===== config.mk =====
export PLATFORM = sky130hd
export DESIGN_NAME = spi_ctrl_top
export DESIGN_NICKNAME = d
export VERILOG_FILES = /design/src/rtl/spi_cfg_pkg.sv /design/src/rtl/spi_ctrl_top.sv /design/src/rtl/sc_fifo.sv /design/src/rtl/sc_rate_div.sv
export VERILOG_INCLUDE_DIRS = /design/src /design/src/rtl
export SDC_FILE = /design/constraint.sdc
export NUM_CORES = 1
export LEC_CHECK = 0
export ABC_AREA = 1
export ABC_CLOCK_PERIOD_IN_PS = 3000
export BUFFER_PORTS_ARGS = -buffer_cell sky130_fd_sc_hd__buf_2
export CAP_MARGIN = 20
export CORE_UTILIZATION = 53
export CTS_BUF_LIST = sky130_fd_sc_hd__clkbuf_4 sky130_fd_sc_hd__clkbuf_8
export DETAILED_ROUTE_END_ITERATION = 8
export PLACE_DENSITY_LB_ADDON = 0.2
export SYNTH_ARGS = -nofsm -noshare
export SYNTH_HDL_FRONTEND = slang
export SYNTH_SLANG_ARGS = --single-unit

===== constraint.sdc =====
create_clock -name CLK_I -period 3 [get_ports CLK_I]
set_input_delay 0.3 -clock CLK_I [delete_from_list [all_inputs] [get_ports CLK_I]]
set_output_delay 0.3 -clock CLK_I [all_outputs]
set_load 0.01 [all_outputs]

===== src/rtl/spi_cfg_defs.svh =====
// Register offsets, field positions, reset values and counts of the block
`ifndef SPI_CFG_DEFS_SVH
`define SPI_CFG_DEFS_SVH

// Register indices; byte address is four times the index
`define SC_CTRL_IDX 8'hF3
`define SC_STAT_IDX 8'hF4
`define SC_DATA_IDX 8'hF5
`define SC_LINK_IDX 8'hF6

`define SC_CTRL_RST 8'h00
`define SC_STAT_RST 8'h00

// serial_control fields
`define SC_B_AUTO_SS 7
`define SC_B_EN 6
`define SC_B_LSB 5
`define SC_B_MASTER_ROLE 4
`define SC_B_CLOCK_IDLE_LEVEL 3
`define SC_B_SAMPLE_EDGE_SELECT 2
`define SC_B_RATE_HI 1
`define SC_B_RATE_LO 0

// serial_status fields
`define SC_B_DONE 7
`define SC_B_FAULT_OFF 3

// link_state fields
`define SC_B_BUSY 2
`define SC_B_FIFO_EMPTY 3
`define SC_B_FIFO_FULL 4

// Divider for rate code 00, shift clock edges per byte, FIFO depth
`define SC_DIV_MIN 16
`define SC_EDGES 5'h10
`define SC_FIFO_DEPTH 8

`endif


===== src/rtl/spi_cfg_pkg.sv =====
// Types shared by the serial interface modules
package spi_cfg_pkg;

  typedef enum logic [1:0] {
    SS_FAULT_IN,
    SS_GPIO,
    SS_AUTO_OUT,
    SS_SLAVE_IN
  } ss_role_e;

  typedef enum logic {
    ST_IDLE,
    ST_RUN
  } xfer_state_e;

endpackage


===== src/rtl/spi_ctrl_top.sv =====
// Serial interface control, select pin role and byte shifter on AHB-Lite
//
// Decided for this implementation: the AHB-Lite interface to the registers.
`include "spi_cfg_defs.svh"
module spi_ctrl_top (
  input wire logic CLK_I,
  input wire logic SYS_RST_I,
  input wire logic HSEL_I,
  input wire logic [31:0] HADDR_I,
  input wire logic [1:0] HTRANS_I,
  input wire logic HWRITE_I,
  input wire logic [2:0] HSIZE_I,
  input wire logic [31:0] HWDATA_I,
  input wire logic HREADY_I,
  output logic HREADYOUT_O,
  output logic [31:0] HRDATA_O,
  output logic HRESP_O,
  input wire logic SCK_I,
  output logic SCK_O,
  output logic SCK_OE_O,
  input wire logic MOSI_I,
  output logic MOSI_O,
  output logic MOSI_OE_O,
  input wire logic MISO_I,
  output logic MISO_O,
  output logic MISO_OE_O,
  input wire logic SS_I,
  output logic SS_O,
  output logic SS_OE_O,
  output logic [1:0] SS_ROLE_O
);
  function automatic logic first_bit(input logic [7:0] v, input logic lsb);
    return lsb ? v[0] : v[7];
  endfunction

  function automatic logic [7:0] shift_out(input logic [7:0] v,
                                           input logic lsb);
    return lsb ? {1'b0, v[7:1]} : {v[6:0], 1'b0};
  endfunction

  function automatic logic [7:0] shift_in(input logic [7:0] v, input logic b,
                                          input logic lsb);
    return lsb ? {b, v[7:1]} : {v[6:0], b};
  endfunction

  // Pin synchronisers: sck, mosi, miso, select
  logic [3:0] pin_s1_q;
  logic [3:0] pin_s2_q;
  logic sck_s3_q;
  logic ss_s3_q;

  always_ff @(posedge CLK_I) begin
    if (SYS_RST_I) begin
      pin_s1_q <= 4'hF;
      pin_s2_q <= 4'hF;
      sck_s3_q <= 1'b0;
      ss_s3_q <= 1'b1;
    end else begin
      pin_s1_q <= {SCK_I, MOSI_I, MISO_I, SS_I};
      pin_s2_q <= pin_s1_q;
      sck_s3_q <= pin_s2_q[3];
      ss_s3_q <= pin_s2_q[0];
    end
  end

  logic sck_s;
  logic mosi_s;
  logic miso_s;
  logic ss_s;
  assign sck_s = pin_s2_q[3];
  assign mosi_s = pin_s2_q[2];
  assign miso_s = pin_s2_q[1];
  assign ss_s = pin_s2_q[0];

  // Configuration and decoded fields
  logic [7:0] ctrl_q;
  logic fault_off_q;
  logic done_q;
  logic [7:0] rxbuf_q;
  logic en;
  logic master_role;
  logic auto_ss;
  logic clock_idle_level;
  logic sample_edge_select;
  logic lsb;
  logic [1:0] rate;
  assign en = ctrl_q[`SC_B_EN];
  assign master_role = ctrl_q[`SC_B_MASTER_ROLE];
  assign auto_ss = ctrl_q[`SC_B_AUTO_SS];
  assign clock_idle_level = ctrl_q[`SC_B_CLOCK_IDLE_LEVEL];
  assign sample_edge_select = ctrl_q[`SC_B_SAMPLE_EDGE_SELECT];
  assign lsb = ctrl_q[`SC_B_LSB];
  assign rate = {ctrl_q[`SC_B_RATE_HI], ctrl_q[`SC_B_RATE_LO]};

  // Select pin role
  spi_cfg_pkg::ss_role_e role_d;
  spi_cfg_pkg::ss_role_e role_q;
  assign role_d = !master_role ? spi_cfg_pkg::SS_SLAVE_IN :
                  !fault_off_q ? spi_cfg_pkg::SS_FAULT_IN :
                  auto_ss ? spi_cfg_pkg::SS_AUTO_OUT : spi_cfg_pkg::SS_GPIO;

  // AHB-Lite slave: one wait state per transfer, more while a data write meets a full FIFO
  logic ph_q;
  logic ph_wr_q;
  logic ph_ok_q;
  logic [7:0] ph_idx_q;
  logic hready_q;
  logic [31:0] hrdata_q;
  logic hresp_q;
  logic acc;
  logic hit_ctrl;
  logic hit_stat;
  logic hit_data;
  logic hit_link;
  logic bus_done;
  logic wr_ctrl;
  logic wr_stat;
  logic [31:0] rd_val;
  logic fifo_in_ready;
  logic fifo_out_valid;
  logic [7:0] fifo_out_data;

  assign acc = HSEL_I && HREADY_I && HTRANS_I[1];
  assign hit_ctrl = ph_ok_q && ph_idx_q == `SC_CTRL_IDX;
  assign hit_stat = ph_ok_q && ph_idx_q == `SC_STAT_IDX;
  assign hit_data = ph_ok_q && ph_idx_q == `SC_DATA_IDX;
  assign hit_link = ph_ok_q && ph_idx_q == `SC_LINK_IDX;
  // Full FIFO stretches a data write instead of losing the byte
  assign bus_done = ph_q && !(ph_wr_q && hit_data && !fifo_in_ready);
  assign wr_ctrl = bus_done && ph_wr_q && hit_ctrl;
  assign wr_stat = bus_done && ph_wr_q && hit_stat;

  spi_cfg_pkg::xfer_state_e state_q;
  spi_cfg_pkg::xfer_state_e state_d;
  logic [7:0] stat_val;
  logic [7:0] link_val;
  assign stat_val = {done_q, 3'h0, fault_off_q, 3'h0};
  assign link_val = {3'h0, !fifo_in_ready, !fifo_out_valid,
                     state_q == spi_cfg_pkg::ST_RUN, role_q};
  assign rd_val = hit_ctrl ? {24'h0, ctrl_q} :
                  hit_stat ? {24'h0, stat_val} :
                  hit_data ? {24'h0, rxbuf_q} :
                  hit_link ? {24'h0, link_val} : 32'h0;

  always_ff @(posedge CLK_I) begin
    if (SYS_RST_I) begin
      ph_q <= 1'b0;
      ph_wr_q <= 1'b0;
      ph_ok_q <= 1'b0;
      ph_idx_q <= 8'h00;
      hready_q <= 1'b1;
      hrdata_q <= 32'h0;
      hresp_q <= 1'b0;
    end else if (acc) begin
      ph_q <= 1'b1;
      ph_wr_q <= HWRITE_I;
      ph_ok_q <= HADDR_I[31:10] == 22'h0 && HADDR_I[1:0] == 2'h0;
      ph_idx_q <= HADDR_I[9:2];
      hready_q <= 1'b0;
    end else if (bus_done) begin
      ph_q <= 1'b0;
      hready_q <= 1'b1;
      hrdata_q <= ph_wr_q ? 32'h0 : rd_val;
    end
  end

  // Transfer sequencing shared by master and slave
  logic lat_master_role_q;
  logic lat_clock_idle_level_q;
  logic lat_sample_edge_select_q;
  logic lat_lsb_q;
  logic [1:0] lat_rate_q;
  logic [4:0] edge_q;
  logic [2:0] bits_q;
  logic [7:0] tx_q;
  logic [7:0] rx_q;
  logic out_q;
  logic sck_q;
  logic tick;
  logic sel;
  logic m_start;
  logic s_start;
  logic start;
  logic abort;
  logic finish;
  logic running;
  logic m_edge;
  logic s_edge;
  logic lead_evt;
  logic trail_evt;
  logic sample_evt;
  logic drive_evt;
  logic in_bit;
  logic byte_done;
  logic [7:0] tx_src;
  logic fifo_pop;

  assign running = state_q == spi_cfg_pkg::ST_RUN;
  assign sel = en && !master_role && !ss_s;
  assign m_start = !running && en && master_role && fifo_out_valid;
  // A slave byte starts at the falling select
  assign s_start = !running && sel && ss_s3_q;
  assign start = m_start || s_start;
  assign abort = running && (!en || master_role != lat_master_role_q ||
                             (!lat_master_role_q && !sel));
  assign finish = running && lat_master_role_q && tick && edge_q == `SC_EDGES;
  // Sixteen edges make eight shift clock cycles
  assign m_edge = running && lat_master_role_q && tick && edge_q != `SC_EDGES;
  assign s_edge = running && !lat_master_role_q && sel && sck_s != sck_s3_q;
  // Leading edge leaves the idle level
  assign lead_evt = m_edge ? !edge_q[0] : s_edge && sck_s3_q == lat_clock_idle_level_q;
  assign trail_evt = m_edge ? edge_q[0] : s_edge && sck_s3_q != lat_clock_idle_level_q;
  assign sample_evt = lat_sample_edge_select_q ? trail_evt : lead_evt;
  assign drive_evt = lat_sample_edge_select_q ? lead_evt : trail_evt;
  assign in_bit = lat_master_role_q ? miso_s : mosi_s;
  assign byte_done = sample_evt && bits_q == 3'h7;
  assign tx_src = fifo_out_valid ? fifo_out_data : 8'h00;
  // Disabled interface drains the FIFO so the bus cannot hang while the block is off
  assign fifo_pop = (start && fifo_out_valid) || !en;
  assign state_d = (abort || finish) ? spi_cfg_pkg::ST_IDLE :
                   start ? spi_cfg_pkg::ST_RUN : state_q;

  sc_rate_div #(.CNT_W(7)) u_div (
    .clk_i(CLK_I),
    .rst_i(SYS_RST_I),
    .run_i(running && lat_master_role_q),
    .rate_i(lat_rate_q),
    .tick_o(tick)
  );

  sc_fifo #(.WIDTH(8), .DEPTH(`SC_FIFO_DEPTH)) u_fifo (
    .clk_i(CLK_I),
    .rst_i(SYS_RST_I),
    .in_valid_i(ph_q && ph_wr_q && hit_data),
    .in_ready_o(fifo_in_ready),
    .in_data_i(HWDATA_I[7:0]),
    .out_valid_o(fifo_out_valid),
    .out_ready_i(fifo_pop),
    .out_data_o(fifo_out_data)
  );

  // Registers
  always_ff @(posedge CLK_I) begin
    if (SYS_RST_I) begin
      ctrl_q <= `SC_CTRL_RST;
      fault_off_q <= 1'b0;
      done_q <= 1'b0;
      rxbuf_q <= 8'h00;
      role_q <= spi_cfg_pkg::SS_SLAVE_IN;
    end else begin
      if (wr_ctrl) begin
        ctrl_q <= HWDATA_I[7:0];
      end
      if (wr_stat) begin
        fault_off_q <= HWDATA_I[`SC_B_FAULT_OFF];
      end
      // New completion beats a clear in the same cycle
      done_q <= byte_done || (done_q && !(wr_stat && HWDATA_I[`SC_B_DONE]));
      if (byte_done) begin
        rxbuf_q <= shift_in(rx_q, in_bit, lat_lsb_q);
      end
      role_q <= role_d;
    end
  end

  // Byte shifter; format latched at start
  always_ff @(posedge CLK_I) begin
    if (SYS_RST_I) begin
      state_q <= spi_cfg_pkg::ST_IDLE;
      lat_master_role_q <= 1'b0;
      lat_clock_idle_level_q <= 1'b0;
      lat_sample_edge_select_q <= 1'b0;
      lat_lsb_q <= 1'b0;
      lat_rate_q <= 2'h0;
      edge_q <= 5'h00;
      bits_q <= 3'h0;
      tx_q <= 8'h00;
      rx_q <= 8'h00;
      out_q <= 1'b0;
    end else begin
      state_q <= state_d;
      if (start) begin
        lat_master_role_q <= master_role;
        lat_clock_idle_level_q <= clock_idle_level;
        lat_sample_edge_select_q <= sample_edge_select;
        lat_lsb_q <= lsb;
        lat_rate_q <= rate;
        edge_q <= 5'h00;
        bits_q <= 3'h0;
        // Phase 0 presents the first bit before any edge
        out_q <= sample_edge_select ? out_q : first_bit(tx_src, lsb);
        tx_q <= sample_edge_select ? tx_src : shift_out(tx_src, lsb);
      end else begin
        if (m_edge) begin
          edge_q <= edge_q + 5'h01;
        end
        if (drive_evt) begin
          out_q <= first_bit(tx_q, lat_lsb_q);
          tx_q <= shift_out(tx_q, lat_lsb_q);
        end
        if (sample_evt) begin
          rx_q <= shift_in(rx_q, in_bit, lat_lsb_q);
          bits_q <= bits_q + 3'h1;
        end
      end
    end
  end

  // Pin drivers
  logic sck_oe_q;
  logic mosi_oe_q;
  logic miso_oe_q;
  logic ss_q;
  logic ss_oe_q;

  always_ff @(posedge CLK_I) begin
    if (SYS_RST_I) begin
      sck_q <= 1'b0;
      sck_oe_q <= 1'b0;
      mosi_oe_q <= 1'b0;
      miso_oe_q <= 1'b0;
      ss_q <= 1'b1;
      ss_oe_q <= 1'b0;
    end else begin
      if (m_edge) begin
        sck_q <= !sck_q;
      end else if (!running) begin
        sck_q <= clock_idle_level;
      end
      sck_oe_q <= en && master_role;
      mosi_oe_q <= en && master_role;
      miso_oe_q <= sel;
      // Low for each master byte, high while idle
      ss_q <= !(state_d == spi_cfg_pkg::ST_RUN && lat_master_role_q || m_start);
      ss_oe_q <= en && role_d == spi_cfg_pkg::SS_AUTO_OUT;
    end
  end

  assign HREADYOUT_O = hready_q;
  assign HRDATA_O = hrdata_q;
  assign HRESP_O = hresp_q;
  assign SCK_O = sck_q;
  assign SCK_OE_O = sck_oe_q;
  assign MOSI_O = out_q;
  assign MOSI_OE_O = mosi_oe_q;
  assign MISO_O = out_q;
  assign MISO_OE_O = miso_oe_q;
  assign SS_O = ss_q;
  assign SS_OE_O = ss_oe_q;
  assign SS_ROLE_O = role_q;

  // Helper counters for the assertions
  logic sck_prev_q;
  logic [7:0] sck_gap_q;
  logic [4:0] sck_chg_q;
  always_ff @(posedge CLK_I) begin
    if (SYS_RST_I) begin
      sck_prev_q <= 1'b0;
      sck_gap_q <= 8'h00;
      sck_chg_q <= 5'h00;
    end else begin
      sck_prev_q <= SCK_O;
      sck_gap_q <= (SCK_O != sck_prev_q) ? 8'h01 : sck_gap_q + 8'h01;
      sck_chg_q <= start ? 5'h00 :
                   sck_chg_q + 5'((SCK_O != sck_prev_q) && running);
    end
  end

  a_ss_fault_in: assert property (@(posedge CLK_I) disable iff (SYS_RST_I)
    (master_role && !fault_off_q) |=> role_q == spi_cfg_pkg::SS_FAULT_IN && !SS_OE_O)
    else $error("select pin not a fault input");
  a_ss_slave_in: assert property (@(posedge CLK_I) disable iff (SYS_RST_I)
    !master_role |=> role_q == spi_cfg_pkg::SS_SLAVE_IN && !SS_OE_O)
    else $error("select pin not a slave input");
  a_ss_auto_gate: assert property (@(posedge CLK_I) disable iff (SYS_RST_I)
    SS_OE_O |-> $past(en && master_role && fault_off_q && auto_ss))
    else $error("select driven outside auto mode");
  a_ss_gpio_free: assert property (@(posedge CLK_I) disable iff (SYS_RST_I)
    role_q == spi_cfg_pkg::SS_GPIO |-> !SS_OE_O)
    else $error("select driven in gpio mode");
  a_ss_auto_level: assert property (@(posedge CLK_I) disable iff (SYS_RST_I)
    (running && lat_master_role_q && $past(running)) |-> !SS_O)
    else $error("select level wrong during byte");
  a_ss_idle_high: assert property (@(posedge CLK_I) disable iff (SYS_RST_I)
    (!running && !$past(running) && !$past(m_start)) |-> SS_O)
    else $error("select low while idle");
  a_sck_idle_lvl: assert property (@(posedge CLK_I) disable iff (SYS_RST_I)
    (!running && !m_start) |=> SCK_O == $past(clock_idle_level))
    else $error("shift clock idle level wrong");
  a_sck_half_per: assert property (@(posedge CLK_I) disable iff (SYS_RST_I)
    (running && lat_master_role_q && SCK_O != sck_prev_q && edge_q > 5'h01)
    |-> sck_gap_q == 8'((`SC_DIV_MIN / 2) << lat_rate_q))
    else $error("shift clock half period wrong");
  a_eight_cycles: assert property (@(posedge CLK_I) disable iff (SYS_RST_I)
    finish |-> sck_chg_q == `SC_EDGES)
    else $error("master byte without sixteen edges");
  a_cfg_frozen: assert property (@(posedge CLK_I) disable iff (SYS_RST_I)
    (running && $past(running)) |->
    $stable({lat_clock_idle_level_q, lat_sample_edge_select_q, lat_lsb_q, lat_rate_q}))
    else $error("format changed mid byte");
  a_off_quiet: assert property (@(posedge CLK_I) disable iff (SYS_RST_I)
    !en |=> !SCK_OE_O && !MOSI_OE_O && !MISO_OE_O && !SS_OE_O && !running)
    else $error("disabled interface still active");
  a_reset_clear: assert property (@(posedge CLK_I) disable iff (SYS_RST_I)
    $past(SYS_RST_I) |-> ctrl_q == 8'h00 && !running && SS_ROLE_O == 2'h3)
    else $error("control not cleared by reset");
endmodule


===== src/rtl/sc_fifo.sv =====
// Transmit byte FIFO with valid and ready on both sides
module sc_fifo #(
  parameter int WIDTH = 8,
  parameter int DEPTH = 8
) (
  input wire logic clk_i,
  input wire logic rst_i,
  input wire logic in_valid_i,
  output logic in_ready_o,
  input wire logic [WIDTH-1:0] in_data_i,
  output logic out_valid_o,
  input wire logic out_ready_i,
  output logic [WIDTH-1:0] out_data_o
);
  localparam int AW = $clog2(DEPTH);
  localparam logic [AW:0] FULL_CNT = (AW+1)'(DEPTH);

  if (DEPTH < 2 || (1 << AW) != DEPTH || WIDTH < 1) begin : g_chk
    $error("sc_fifo needs a power-of-two depth of at least 2");
  end

  logic [WIDTH-1:0] mem_q [DEPTH];
  logic [AW:0] wr_q;
  logic [AW:0] rd_q;
  logic [AW:0] fill;
  logic push;
  logic pop;

  assign fill = wr_q - rd_q;
  assign in_ready_o = fill != FULL_CNT;
  assign out_valid_o = fill != '0;
  assign push = in_valid_i && in_ready_o;
  assign pop = out_ready_i && out_valid_o;
  assign out_data_o = mem_q[rd_q[AW-1:0]];

  always_ff @(posedge clk_i) begin
    if (push) begin
      mem_q[wr_q[AW-1:0]] <= in_data_i;
    end
  end

  always_ff @(posedge clk_i) begin
    if (rst_i) begin
      wr_q <= '0;
      rd_q <= '0;
    end else begin
      wr_q <= wr_q + (AW+1)'(push);
      rd_q <= rd_q + (AW+1)'(pop);
    end
  end
endmodule


===== src/rtl/sc_rate_div.sv =====
// Half-period tick generator for the master shift clock
`include "spi_cfg_defs.svh"
module sc_rate_div #(
  parameter int CNT_W = 7
) (
  input wire logic clk_i,
  input wire logic rst_i,
  input wire logic run_i,
  input wire logic [1:0] rate_i,
  output logic tick_o
);
  if (((`SC_DIV_MIN / 2) << 3) > (1 << CNT_W)) begin : g_chk
    $error("sc_rate_div counter too narrow for divide by 128");
  end

  function automatic logic [CNT_W-1:0] half_of(input logic [1:0] r);
    return CNT_W'((`SC_DIV_MIN / 2) << r);
  endfunction

  logic [CNT_W-1:0] cnt_q;
  logic [CNT_W-1:0] last;

  // Toggle point every divider/2 cycles
  assign last = half_of(rate_i) - CNT_W'(1);
  assign tick_o = run_i && cnt_q == last;

  always_ff @(posedge clk_i) begin
    if (rst_i || !run_i || tick_o) begin
      cnt_q <= '0;
    end else begin
      cnt_q <= cnt_q + CNT_W'(1);
    end
  end
endmodule


**Word level (Yosys, flattened, before mapping)**

Memory sizes are Yosys's and may differ from the RTL's. A register that Yosys moved wholly into a read port is not among the register bits.
Index checks and enable logic that the tools add are counted.

- Add/subtract/negate cells: 7
- Multipliers: 0
- Mux-type cells: 36
- Reduce and logical (&&, ||, !) cells: 75
- Divide/modulo/power cells: 0
- Magnitude comparators: 0
- Equality and inequality tests: 16
- Bitwise logic cells: 2
- Shift-type cells: 1

Operator list:

| kind | number |
|---|---|
| $mux W8 | 11 |
| $logic_and A1 B1 Y1 | 43 |
| $eq A8 B8 Y1 const B | 4 |
| $logic_not A22 Y1 | 1 |
| $mux W1 | 20 |
| $logic_not A1 Y1 | 14 |
| $logic_or A1 B1 Y1 | 9 |
| $add A4 B1 Y4 | 2 |
| $add A7 B1 Y7 const B | 1 |
| $eq A7 B7 Y1 | 1 |
| $shl A4 B2 Y7 const A | 1 |
| $sub A7 B1 Y7 const B | 1 |
| $mux W2 | 3 |
| $reduce_and A2 Y1 | 3 |
| $add A5 B1 Y5 const B | 1 |
| $eq A5 B5 Y1 const B | 1 |
| $mux W5 | 1 |
| $ne A5 B5 Y1 const B | 1 |
| $ne A4 B4 Y1 const B | 1 |
| $reduce_bool A2 Y1 | 2 |
| $reduce_bool A4 Y1 | 1 |
| $sub A4 B4 Y4 | 1 |
| $add A3 B1 Y3 const B | 1 |
| $eq A3 B3 Y1 const B | 1 |
| other kinds (9) | 12 |

- Input bits: 78
- Memories kept: 1
- Register bits: 126
- Output and inout bits: 44
- Latch bits: 0
- Bits in read-only memories: 0
- Word-level logic and storage cells: 172
- Memory bits (writable): 64

Memory list:

| name | depth | bits a word | read ports | clocked after memory_dff | wr ports | line | RTL |
|---|---|---|---|---|---|---|---|
| u_fifo.mem_q | 8 | 8 | 1 | 1 | 1 | sc_fifo.sv:22 | `logic [WIDTH-1:0] mem_q [DEPTH];` |

**Depth between registers and ports, before layout**

- Word-level depth: 12
- Depth in mapped cells: 19
- Depth with buffers taken out: 17

**Modules after synthesis**

Synthesis repeated with hierarchy kept, for this count alone.

- Cell total of the unflattened synthesis: 920
- Area total of the unflattened synthesis: 7797.5 um^2

Modules (own cells, without submodules):

| module | instances | cells an instance | area each (um^2) | sequential area each (um^2) |
|---|---|---|---|---|
| spi_ctrl_top | 1 | 607 | 4341.7 | 1741.7 |
| sc_fifo | 1 | 262 | 3105.5 | 2082.0 |
| sc_rate_div | 1 | 51 | 350.3 | 140.1 |

**Least setup slack after synthesis**

No wires, ideal clock.

- Path kind: reg-to-reg
- Start: register u_fifo.rd_q[1]
- End: memory u_fifo.mem_q[0][0] (enable)
- Setup slack: 152 ps
- Data required time: 2617 ps
- Cell stages (with the launch flop): 13
- Library setup time: 383 ps
- Buffers on the path: 2
- Arrival time: 2465 ps
- Clock period less this slack: 2848 ps
- Path through: dfxtp_1 > buf_2 > clkinv_1 > buf_2 > ha_1 > nand3_1 > nand2_1 > nand2_1 > nand2_1 > nand2_1 > nor3b_2 > nand2_1 > nor3_1

- Longest elaborated chain between the ends: 5

Ends and longest elaborated chain:

| what | line | RTL |
|---|---|---|
| start: declaration | sc_fifo.sv:24 | `logic [AW:0] rd_q;` |
| start signal: assignment | sc_fifo.sv:48 | `rd_q <= rd_q + (AW+1)'(pop);` |
| $sub A4 B4 Y4 | sc_fifo.sv:29 | `assign fill = wr_q - rd_q;` |
| $ne A4 B4 Y1 | sc_fifo.sv:30 | `assign in_ready_o = fill != FULL_CNT;` |
| $logic_and A1 B1 Y1 | sc_fifo.sv:32 | `assign push = in_valid_i && in_ready_o;` |
| $mux W1 | sc_fifo.sv:37 | `if (push) begin` |
| $mux W1 (not written as such) | sc_fifo.sv:38 | `mem_q[wr_q[AW-1:0]] <= in_data_i;` |
| end: declaration | sc_fifo.sv:22 |  |

No other way between the ends.

**Worst setup path in the final report**

- Start: register u_fifo.wr_q[2]
- End: memory u_fifo.mem_q[1][1] (enable)

- Longest elaborated chain between the ends: 5

Ends and longest elaborated chain:

| what | line | RTL |
|---|---|---|
| start: declaration | sc_fifo.sv:23 | `logic [AW:0] wr_q;` |
| start signal: assignment | sc_fifo.sv:47 | `wr_q <= wr_q + (AW+1)'(push);` |
| $sub A4 B4 Y4 | sc_fifo.sv:29 |  |
| $ne A4 B4 Y1 | sc_fifo.sv:30 |  |
| $logic_and A1 B1 Y1 | sc_fifo.sv:32 |  |
| $mux W1 | sc_fifo.sv:37 |  |
| $mux W1 (not written as such) | sc_fifo.sv:38 |  |

Several ways; a longest one is shown, not always the timed one.

==> out/metrics.cfg <==
[status]
status=finished, final reports clean

[routing]
wl_per_cell_um=13.5
drc=0
drt_first_pass_iters=7
postRouteAntennaNets=0
drt_iter0_drc=380
drt_wl_total_mm=16.6
via_count=6320
via_per_inst=5.15

[layout]
mostFrequentLayoutCells=nand2_1 (239), dfxtp_1 (102), inv_1 (94)
fin_nets=1121
areaGrowthSynthToFinish_pct=10.9
final_common_cell=nand2_1
layout-drive-gt1-share_pct=16.5
fin_util_pct=60.0
fill_cells=1319
num_antenna_cells=0

[timing]
maxSlewViolCount=0
setup_viol=0
period_needed_ns=2.56
fin_crit_sh_pct=85.3
finClkSkew_ns=0.0127
tns_ns=0
final.setup.worst_slack_ns=0.441
max_freq_ghz=0.391
worstMarginPinSlew_ns=0.664
slew_headroom_pct=55.7
hold_violations=0
rsz0062_at_grt=false

[clock_tree]
clk_pin_slew_ns=0.08
cts_tree=done
clk_path_buf_depth=2
htree_levels=4
clkSinkCount=166
post_cts_buffers=0
cts_buffers=17
clk_latency_ns=0.46
cts.repair.resized=0
ctsRootBufferMaster=clkbuf_8

[global_routing]
top_usage_layer=met2
grt_util_met2_pct=38.5
grtUsageTotal_pct=23.6
grt_util_met1_pct=31.3
gr-usage-met3_pct=5.49
grt_max_degree=51
antenna_found_initial=0
grt_first_pass_wirelength_mm=27.4
first_global_vias=5800
overflow=0

[setup_path]
crit_path_start_kind=flop
cp_data_required_time_ns=3.17
arrival_ns=2.73
cpMostUsedCell=nand2_1
slowest_stage=dfxtp_1
worstSetupEndpointType=flop
crit_type=reg -> reg
cpPeakStageDelay_ns=0.49
cp_max_fo=8
worstPathCellList=ha_1, a21oi_2, nand2_1, nand2_1, nand2_1, nand2_1, nor3b_2, nand2_1, nor3_1, buf_4

[yosys]
synth_area_per_cell_um2=8.17
synth_edf_count=64
ys_seq_area_share_pct=50.6
async_flop_share_pct=0
synth-main-ff-cell=dfxtp_1
yosys_warnings=0
synth_cells=959
synth-seq-cells=166
yosys.cell_types.count=46
synth_area_mm2=0.00784

[pwr]
irDropWorstVdd_v=0.000309
p_clk_share_pct=32.8
pwr-share-comb_pct=19.9
power_switching_uw=1470
powerDensity_mw_per_mm2=581
p_int_uw=3570
p_seq_share_pct=47.3
leakage_uw=0.00371
sw_frac_of_total_pct=29.2

[placed_design]
place_ws_ns=0.448
port_buffers=68
gp_congestion=0.900
dp.final_hpwl_mm=11.7

[flow_run]
drv_cap=0

[floorplanning]
dieHeight_um=124
dieArea_mm2=0.0153
core_area_mm2=0.0145
start_util_pct=54.1
rows=44
die_width_um=124
ios=122

[hold_path]
hold_class=in -> reg

## routing by layer
metal	routed length, µm	vias up
li1	-	3234
met1	7800	2897
met2	7730	175
met3	883	14
met4	176	0
met5	0	-
## registers in the layout (all words and copies together), names as in the netlist, 2 cells and up
signal,cells
ctrl_q,8
edge_q,5
HRDATA_O,8
rxbuf_q,8
ph_idx_q,8
lat_rate_q,2
bits_q,3
u_fifo.mem_q,64
SS_ROLE_O,2
u_div.cnt_q,7
u_fifo.wr_q,4
pin_s2_q,4
tx_q,8
rx_q,8
u_fifo.rd_q,4
pin_s1_q,4
## cell usage after synthesis, types with 8 or more instances
cell,n,area (µm²)
nand4_1,14,87.6
clkbuf_1,18,67.6
nor2_1,81,304
inv_1,94,353
a21oi_1,35,175
o21ai_0,64,320
buf_4,27,203
or2_2,11,68.8
inv_2,9,33.8
edfxtp_1,64,1920
dfxtp_1,102,2040
nand3_1,78,390
nor3_1,12,60.1
nand2_1,239,897
buf_2,9,45.0
nand2_2,10,62.6
ha_1,12,150
o21ai_1,8,40.0
## worst paths after layout
check	startpoint	to	slack, ns	cells past startpoint
max	u_fifo.wr_q[2]	u_fifo.mem_q[1][1]	0.44	10
min	MISO_I	pin_s1_q[1]	0.03	2
max reg2reg	u_fifo.wr_q[2]	u_fifo.mem_q[1][1]	0.44	10
min reg2reg	pin_s1_q[2]	pin_s2_q[2]	0.41	1
## kinds of logic (layout without fill, tap and decap cells)
group	Yosys count	after routing	share of synthesized area, %
mux	1	1	0.128
xor+xnor	7	7	0.782
flops	166	166	50.6
other cells	1	25	0.0479
compound gates	127	127	8.89
simple gates	476	476	27.5
fa+ha+maj	12	12	1.92
buf+inv	169	229	10.1
## metrics by stage
step | hold WS, ns | cell area [µm²] | instances | total power [µW]
final | 0.0300 | 8690 | 1227 | 5050
after global routing | 0.00516 | 8690 | 1227 | 5320
after CTS | 0.00488 | 8690 | 1227 | 5090
after detailed placement | 0.398 | 8250 | 1193 | 3440
after global placement | 0.391 | 8250 | 1193 | 3430
after floorplan | 0.389 | 7930 | 983 | 3170
## layout make-up
class	count	area (µm²)	share of cell area (%)
Inverter	108	405	4.67
Timing Repair Buffer	90	513	5.90
Tap cell	184	230	2.65
Clock buffer	22	284	3.27
Multi-Input combinational cell	648	3170	36.5
Clock inverter	9	124	1.43
Sequential cell	166	3960	45.6
## timing repair
item                                    CTS  global route
hold buffers                              3             0
endpoints found under the hold margin     3             0
endpoints found under the setup margin    0             0
## worst max-delay path, delay by kind of cell, from the launching register on
family                     cells  cell delay [ns]
adders and majority gates      1             0.35
DFF                            1             0.49
AOI/OAI and AO/OA              1             0.19
buffers and inverters          1             0.23
and+or+nand+nor                7             1.01
## power by group through the flow
stage	Combinational (µW)	Sequential, µW	Clock [µW]
detailed placement	1010	2440	0
floorplan	739	2440	0
global route	1150	2390	1780
CTS	1010	2380	1690
finish	1010	2380	1650
global placement	993	2440	0
No activity file was read; power rests on OpenSTA's default activity.
